===== config.mk =====
export PLATFORM = sky130hd
export DESIGN_NAME = watchdog_prewarning_debug
export DESIGN_NICKNAME = d
export VERILOG_FILES = /design/src/pkg/watchdog_pkg.sv /design/src/hdl/watchdog_prewarning_debug.sv
export SDC_FILE = /design/constraint.sdc
export NUM_CORES = 1
export LEC_CHECK = 0
export BUFFER_PORTS_ARGS = -buffer_cell sky130_fd_sc_hd__buf_2
export CORE_ASPECT_RATIO = 0.5
export CORE_UTILIZATION = 51
export DETAILED_ROUTE_END_ITERATION = 16
export PLACE_DENSITY = 0.72
export SLEW_MARGIN = 20
export SYNTH_ARGS = -nofsm -noshare
export SYNTH_HDL_FRONTEND = slang
export SYNTH_SLANG_ARGS = --single-unit

===== constraint.sdc =====
create_clock -name clock -period 2 [get_ports clock]
set_clock_uncertainty 0.15 [all_clocks]
set_input_delay 0.4 -clock clock [delete_from_list [all_inputs] [get_ports clock]]
set_output_delay 0.4 -clock clock [all_outputs]
set_load 0.005 [all_outputs]

===== src/pkg/watchdog_pkg.sv =====
// Overview of operation
// - Refresh writes ignored while in debug mode
// - Debug entry clears the timer base counter
// - Post-debug extra delay below one count period
// - Watchdog counter frozen while in debug
// - Overflow raises NMI request, enters prewarning
// - Prewarning lasts 30 hex count units
// - Refresh during prewarning cannot stop reset
// - Reset flag set wins over register write
// - PLL divider survives a watchdog reset
package watchdog_pkg;
  localparam logic [7:0] ctrl_offset = 8'h00;
  localparam logic [7:0] reload_offset = 8'h04;
  localparam logic [7:0] count_offset = 8'h08;
  localparam logic [7:0] power_offset = 8'h0C;
  localparam logic [7:0] nmi_offset = 8'h10;
  localparam logic [7:0] pll_offset = 8'h14;
  localparam logic [7:0] irq_status_offset = 8'h18;
  localparam logic [7:0] irq_enable_offset = 8'h1C;
  localparam logic [7:0] irq_clear_offset = 8'h20;
  localparam int ctrl_refresh_bit = 0;
  localparam int ctrl_enable_bit = 1;
  localparam int ctrl_debug_bit = 2;
  localparam int ctrl_prewarn_bit = 3;
  localparam int power_reset_flag_bit = 0;
  localparam logic [15:0] base_divide = 16'h00FF;
  localparam logic [15:0] prewarn_units = 16'h0030;
  localparam logic [15:0] count_max = 16'hFFFF;
  localparam logic [15:0] reload_reset = 16'h0000;
  localparam logic [7:0] pll_divider_reset = 8'h18;
  localparam logic [1:0] status_reset = 2'h0;
  typedef enum logic [1:0] {run_state, prewarn_state} wd_state_type;
endpackage


===== src/hdl/watchdog_prewarning_debug.sv =====
// The AXI4-Lite register port and the placing of the registers were chosen for this implementation.
`timescale 1ns/1ps
module watchdog_prewarning_debug
  import watchdog_pkg::*;
(
  // System
  input wire logic clock,
  input wire logic resetn,
  // AXI4-Lite write
  input wire logic [7:0] awaddr,
  input wire logic awvalid,
  output logic awready,
  input wire logic [31:0] wdata,
  input wire logic [3:0] wstrb,
  input wire logic wvalid,
  output logic wready,
  output logic [1:0] bresp,
  output logic bvalid,
  input wire logic bready,
  // AXI4-Lite read
  input wire logic [7:0] araddr,
  input wire logic arvalid,
  output logic arready,
  output logic [31:0] rdata,
  output logic [1:0] rresp,
  output logic rvalid,
  input wire logic rready,
  // Debug and system
  input wire logic debug_mode,
  output logic watchdog_nmi,
  output logic watchdog_reset_out,
  output logic [7:0] pll_feedback_divider,
  output logic irq
);
  logic [7:0] aw_addr_reg;
  logic aw_have_reg;
  logic [31:0] w_data_reg;
  logic w_have_reg;
  logic w_low_strb_reg;
  logic [15:0] base_reg;
  logic [15:0] watchdog_counter;
  logic [15:0] reload_reg;
  logic [15:0] prewarn_reg;
  logic enable_reg;
  logic watchdog_reset_flag;
  logic watchdog_nmi_enable;
  logic debug_reg;
  logic [1:0] status_reg;
  logic [1:0] irq_enable_reg;
  wd_state_type state_reg;
  logic wr_fire;
  logic tick;
  logic refresh;
  logic overflow;
  logic prewarn_done;
  logic [31:0] rd_value;

  assign wr_fire = aw_have_reg && w_have_reg && !bvalid;

  // Write address and data are latched independently so either order works
  always_ff @(posedge clock or negedge resetn)
  begin
    if (!resetn)
    begin
      awready <= 1'b0;
      aw_have_reg <= 1'b0;
      aw_addr_reg <= 8'h00;
    end
    else
    begin
      awready <= !aw_have_reg && !awready && awvalid;
      if (awvalid && awready)
      begin
        aw_have_reg <= 1'b1;
        aw_addr_reg <= awaddr;
      end
      else if (wr_fire)
        aw_have_reg <= 1'b0;
    end
  end

  always_ff @(posedge clock or negedge resetn)
  begin
    if (!resetn)
    begin
      wready <= 1'b0;
      w_have_reg <= 1'b0;
      w_data_reg <= 32'h00000000;
      w_low_strb_reg <= 1'b0;
    end
    else
    begin
      wready <= !w_have_reg && !wready && wvalid;
      if (wvalid && wready)
      begin
        w_have_reg <= 1'b1;
        w_data_reg <= wdata;
        // Strobe is payload of the data channel; the master may drop it after the handshake
        w_low_strb_reg <= wstrb[0];
      end
      else if (wr_fire)
        w_have_reg <= 1'b0;
    end
  end

  always_ff @(posedge clock or negedge resetn)
  begin
    if (!resetn)
    begin
      bvalid <= 1'b0;
      bresp <= 2'h0;
    end
    else if (wr_fire)
    begin
      bvalid <= 1'b1;
      bresp <= (aw_addr_reg > irq_clear_offset || aw_addr_reg[1:0] != 2'h0) ? 2'h2 : 2'h0;
    end
    else if (bready)
      bvalid <= 1'b0;
  end

  // Debug suppresses refresh; prewarning writes are ignored too so reset still follows
  assign refresh = wr_fire && aw_addr_reg == ctrl_offset && w_low_strb_reg && w_data_reg[ctrl_refresh_bit]
                   && !debug_mode && state_reg == run_state;

  // Base divider is cleared on debug entry; costs under one count period afterwards
  always_ff @(posedge clock or negedge resetn)
  begin
    if (!resetn)
      base_reg <= 16'h0000;
    else if (debug_mode)
      base_reg <= 16'h0000;
    else if (base_reg == base_divide)
      base_reg <= 16'h0000;
    else
      base_reg <= base_reg + 16'h0001;
  end

  always_ff @(posedge clock or negedge resetn)
  begin
    if (!resetn)
      debug_reg <= 1'b0;
    else
      debug_reg <= debug_mode;
  end

  assign tick = enable_reg && !debug_mode && base_reg == base_divide;
  // A refresh landing on the overflow tick wins, so no prewarning is entered then
  assign overflow = tick && state_reg == run_state && watchdog_counter == count_max && !refresh;
  assign prewarn_done = tick && state_reg == prewarn_state && prewarn_reg == prewarn_units - 16'h0001;

  always_ff @(posedge clock or negedge resetn)
  begin
    if (!resetn)
    begin
      state_reg <= run_state;
      watchdog_counter <= reload_reset;
      prewarn_reg <= 16'h0000;
      watchdog_nmi <= 1'b0;
      watchdog_reset_out <= 1'b0;
    end
    else
    begin
      watchdog_reset_out <= prewarn_done;
      unique case (state_reg)
        run_state:
        begin
          if (refresh)
            watchdog_counter <= reload_reg;
          else if (overflow)
          begin
            state_reg <= prewarn_state;
            prewarn_reg <= 16'h0000;
            watchdog_nmi <= 1'b1;
          end
          else if (tick)
            watchdog_counter <= watchdog_counter + 16'h0001;
        end
        prewarn_state:
        begin
          if (prewarn_done)
          begin
            state_reg <= run_state;
            watchdog_nmi <= 1'b0;
            watchdog_counter <= reload_reg;
          end
          else if (tick)
            prewarn_reg <= prewarn_reg + 16'h0001;
        end
      endcase
    end
  end

  // Control registers; the watchdog reset leaves the PLL divider alone
  always_ff @(posedge clock or negedge resetn)
  begin
    if (!resetn)
    begin
      enable_reg <= 1'b0;
      reload_reg <= reload_reset;
      watchdog_nmi_enable <= 1'b0;
      pll_feedback_divider <= pll_divider_reset;
      irq_enable_reg <= status_reset;
    end
    else if (wr_fire && w_low_strb_reg)
    begin
      unique case (aw_addr_reg)
        ctrl_offset: enable_reg <= w_data_reg[ctrl_enable_bit];
        reload_offset: reload_reg <= w_data_reg[15:0];
        nmi_offset: watchdog_nmi_enable <= w_data_reg[0];
        pll_offset: pll_feedback_divider <= w_data_reg[7:0];
        irq_enable_offset: irq_enable_reg <= w_data_reg[1:0];
        default: ;
      endcase
    end
  end

  // Hardware set beats software write in the same cycle
  always_ff @(posedge clock or negedge resetn)
  begin
    if (!resetn)
      watchdog_reset_flag <= 1'b0;
    else if (prewarn_done)
      watchdog_reset_flag <= 1'b1;
    else if (wr_fire && w_low_strb_reg && aw_addr_reg == power_offset)
      watchdog_reset_flag <= w_data_reg[power_reset_flag_bit];
  end

  // Status: bit0 prewarning entered, bit1 watchdog reset
  always_ff @(posedge clock or negedge resetn)
  begin
    if (!resetn)
      status_reg <= status_reset;
    else
      status_reg <= (status_reg & ~((wr_fire && w_low_strb_reg && aw_addr_reg == irq_clear_offset)
                                    ? w_data_reg[1:0] : 2'h0)) | {prewarn_done, overflow};
  end

  always_ff @(posedge clock or negedge resetn)
  begin
    if (!resetn)
      irq <= 1'b0;
    else
      irq <= |(status_reg & irq_enable_reg);
  end

  always_comb
  begin
    rd_value = 32'h00000000;
    unique case (araddr)
      ctrl_offset: rd_value = {28'h0000000, state_reg == prewarn_state, debug_reg, enable_reg, 1'b0};
      reload_offset: rd_value = {16'h0000, reload_reg};
      count_offset: rd_value = {16'h0000, watchdog_counter};
      power_offset: rd_value = {31'h00000000, watchdog_reset_flag};
      nmi_offset: rd_value = {31'h00000000, watchdog_nmi_enable};
      pll_offset: rd_value = {24'h000000, pll_feedback_divider};
      irq_status_offset: rd_value = {30'h00000000, status_reg};
      irq_enable_offset: rd_value = {30'h00000000, irq_enable_reg};
      default: rd_value = 32'h00000000;
    endcase
  end

  always_ff @(posedge clock or negedge resetn)
  begin
    if (!resetn)
    begin
      arready <= 1'b0;
      rvalid <= 1'b0;
      rdata <= 32'h00000000;
      rresp <= 2'h0;
    end
    else
    begin
      arready <= !arready && !rvalid && arvalid;
      if (arvalid && arready)
      begin
        rvalid <= 1'b1;
        rdata <= rd_value;
        rresp <= (araddr > irq_clear_offset || araddr[1:0] != 2'h0) ? 2'h2 : 2'h0;
      end
      else if (rready)
        rvalid <= 1'b0;
    end
  end

  debug_refresh_a: assert property (@(posedge clock) disable iff (!resetn)
    debug_mode && state_reg == run_state && !tick |=> watchdog_counter == $past(watchdog_counter))
    else $error("counter moved during debug");
  debug_clear_a: assert property (@(posedge clock) disable iff (!resetn)
    debug_mode |=> base_reg == 16'h0000)
    else $error("base counter not cleared in debug");
  extra_delay_a: assert property (@(posedge clock) disable iff (!resetn)
    base_reg <= base_divide)
    else $error("base counter beyond one period");
  debug_hold_a: assert property (@(posedge clock) disable iff (!resetn)
    debug_mode |-> !tick)
    else $error("tick during debug");
  overflow_nmi_a: assert property (@(posedge clock) disable iff (!resetn)
    overflow |=> watchdog_nmi && state_reg == prewarn_state)
    else $error("overflow without nmi");
  prewarn_len_a: assert property (@(posedge clock) disable iff (!resetn)
    state_reg == prewarn_state |-> prewarn_reg < prewarn_units)
    else $error("prewarning too long");
  prewarn_reset_a: assert property (@(posedge clock) disable iff (!resetn)
    prewarn_done |=> watchdog_reset_out && state_reg == run_state)
    else $error("no reset after prewarning");
  reset_flag_a: assert property (@(posedge clock) disable iff (!resetn)
    prewarn_done |=> watchdog_reset_flag)
    else $error("reset flag not set");
  pll_keep_a: assert property (@(posedge clock) disable iff (!resetn)
    watchdog_reset_out |-> pll_feedback_divider == $past(pll_feedback_divider))
    else $error("divider changed at watchdog reset");
endmodule


==> impl_metrics.py <==
metrics = {
    "synth": {
        "ys_warn_count": 0,
        "async_flop_share_pct": 100,
        "syn_inst": 627,
        "synthDistinctLibCells": 79,
        "synth_seq_area_share_pct": 49.2,
        "ys_ff_latch": 133,
        "synthFlopType": "dfrtp_1",
        "synth_edf_count": 0,
        "netlist_area_um2": 6770,
        "syn_area_per_cell_um2": 10.8,
    },
    "detailed_routing": {
        "ant_nets": 0,
        "wire_per_inst_um": 18.0,
        "routed_wl_um": 18200,
        "drt-initial-drc-count": 458,
        "via_count": 5862,
        "via_per_inst": 5.77,
        "drt_first_pass_iters": 5,
        "drc": 0,
    },
    "final_layout": {
        "layout.nets": 896,
        "fin_util_pct": 71.2,
        "diodes": 0,
        "finalNonFillerCells": 1016,
        "syn_to_final_growth_pct": 34.7,
        "final_common_cell": "dfrtp_1",
        "layout-drive-gt1-share_pct": 43.6,
        "mostFrequentLayoutCells": "dfrtp_1, buf_4, nand2_1",
    },
    "setup_path": {
        "required_ps": 2180,
        "cpPeakStageDelay_ps": 400,
        "crit_path_max_fanout": 9,
        "start_kind": "flip-flop",
        "cp_cell_sequence": "nor3_1, nand4_1, buf_6, buf_4, o31ai_4, o21ai_4, buf_4, o22ai_2",
        "reg2reg_depth": 8,
        "crit_path_end_kind": "flip-flop",
        "crit_top_cell": "buf_4",
        "cp.arrival_ps": 2430,
        "critPathKind": "reg2reg",
        "cp_slowest_cell": "nor3_1",
    },
    "run_status": {
        "outcome": "finished, violations left",
        "violations": "negative setup slack",
    },
    "placement": {
        "dp_hpwl_um": 12100,
        "place_congestion": 0.881,
        "dp_cells": 967,
        "dp_slack_ps": -279,
        "port_buffers": 74,
    },
    "timing": {
        "rsz0062_at_grt": "yes",
        "tightestPinTransition_ps": 505,
        "period_share_pct": 113,
        "setup_slack_ps": -251,
        "drv_slew": 0,
        "fmax_ghz": 0.444,
        "maxSlewHeadroom_pct": 66.4,
        "fin_crit_ps": 2250,
        "setup_viol_count_final": 35,
        "hold_viol_final": 0,
    },
    "cts": {
        "cts_tree": "done",
        "clk_latency_ps": 430,
        "cts.sinks": 133,
        "htreeDepth": 4,
        "clkTransAtPathRegs_ps": 70,
        "ctsLongestPathBuffers": 2,
        "cts_made_buffers": 17,
        "root_buffer": "clkbuf_16",
    },
    "worst_hold_path": {
        "worstHoldPathType": "in2reg",
        "min_path_cells": 2,
    },
    "floorplanning": {
        "coreArea_um2": 12800,
        "num_rows": 29,
        "dieWidth_um": 165,
        "io_pins": 112,
        "initial_utilization_pct": 52.9,
        "dieArea_um2": 13800,
        "dieHeight_um": 83.5,
    },
    "power_and_ir_drop": {
        "leakage_nw": 4.19,
        "p_comb_share_pct": 15.1,
        "intPower_w": 0.00538,
        "seqPwrFrac_pct": 44.6,
        "p_clk_share_pct": 40.3,
        "p_sw_w": 0.00219,
        "switching_share_pct": 28.9,
        "ir_worst_vdd_uv": 657,
        "p_per_area_nw_per_um2": 830,
    },
    "global_route": {
        "grt_use_total_pct": 27.4,
        "overflow": 0,
        "grt_pass1_wl_um": 29300,
        "grt_max_degree": 51,
        "antenna_found_initial": 0,
        "grt_pass1_vias": 5861,
    },
    "job": {
        "cap_violations": 0,
    },
}
==> cell families (layout without fill, tap and decap cells) <==
logic type / after synthesis / after routing / synth area share (%)
AOI/OAI and AO/OA: 125 / 125 / 13.3
xor gates and xnor gates: 13 / 13 / 1.68
adders and majority gates: 3 / 3 / 0.554
buffers and inverters: 54 / 256 / 4.92
DFF: 133 / 133 / 49.2
muxes: 57 / 57 / 9.52
other: 1 / 18 / 0.0554
and+or+nand+nor: 241 / 241 / 20.8
==> synth_stat cells (all sizes together), types with 12 or more instances <==
library cell / n / share of area, %
nand3: 32 / 2.7
nand2: 83 / 4.6
nand4: 12 / 1.6
a21oi: 18 / 1.3
buf: 33 / 3.7
o21ai: 46 / 3.5
nor2: 36 / 2.2
nor3: 19 / 1.6
mux2: 49 / 8.1
dfrtp: 131 / 48
inv: 13 / 0.72
==> worst paths after layout <==
path,endpoint,start,slack [ps]
hold reg to reg,awready,awready,300
setup reg to reg,watchdog_counter[11],prewarn_reg[14],-250
max in group asynchronous,aw_addr_reg[5],resetn,750
hold / removal,bvalid,bready,5
setup / recovery,watchdog_counter[11],prewarn_reg[14],-250
min in group asynchronous,prewarn_reg[5],resetn,340
==> repair_timing <==
item                                    in CTS  in global routing
endpoints found under the hold margin       44                  0
endpoints found under the setup margin      51                 53
pin swaps                                   15                 10
hold buffers                                 1                  0
setup buffers                                8                  8
gates cloned                                 0                  1
gates resized for setup                     31                 20
==> power groups by stage <==
stage          Combinational (W)  Clock, W  Sequential, W
2_1_floorplan           0.000570         0        0.00335
3_3_place_gp             0.00104         0        0.00336
3_5_place_dp             0.00109         0        0.00339
4_1_cts                  0.00110   0.00307        0.00335
5_1_grt                  0.00124   0.00321        0.00342
6_report                 0.00114   0.00305        0.00338
==> through the flow <==
| stage | area (µm²) | hold WS (ps) | total power [W] | TNS [ps] |
|---|---|---|---|---|
| floorplan | 6850 | -45.6 | 0.00392 | 0 |
| detailed placement | 8160 | 230 | 0.00447 | -6410 |
| CTS | 8960 | 11.8 | 0.00752 | -2870 |
| global placement | 8160 | 224 | 0.00440 | -4320 |
| finish | 9120 | 4.85 | 0.00757 | -4740 |
| global route | 9120 | 16.4 | 0.00787 | -11020 |
==> cell type report <==
type / instances / area [µm²]
fill: 865 / 3690
multi-input combinational: 457 / 3370
sequential: 133 / 3330
timing repair buffer: 211 / 1580
clock buffer: 18 / 439
tap: 170 / 213
clock inverter: 14 / 131
inverter: 13 / 48.8
==> metal layers <==
layer / part of all wire, % / vias to the layer above / track usage, % / wire, µm
li1: - / 2679 / - / -
met1: 45 / 2923 / 38.8 / 8250
met2: 47 / 232 / 41.9 / 8510
met3: 6.7 / 28 / 6.66 / 1220
met4: 1.5 / 0 / 7.84 / 269
met5: 0 / - / 0 / 0
==> critical path, delay by kind of cell, from the launching register on <==
family                 cells  cell delay (ps)
buffers and inverters      3              500
and+or+nand+nor            2              630
AOI/OAI and AO/OA          3              490
DFF                        1              390
(Power assumes the default switching activity.)
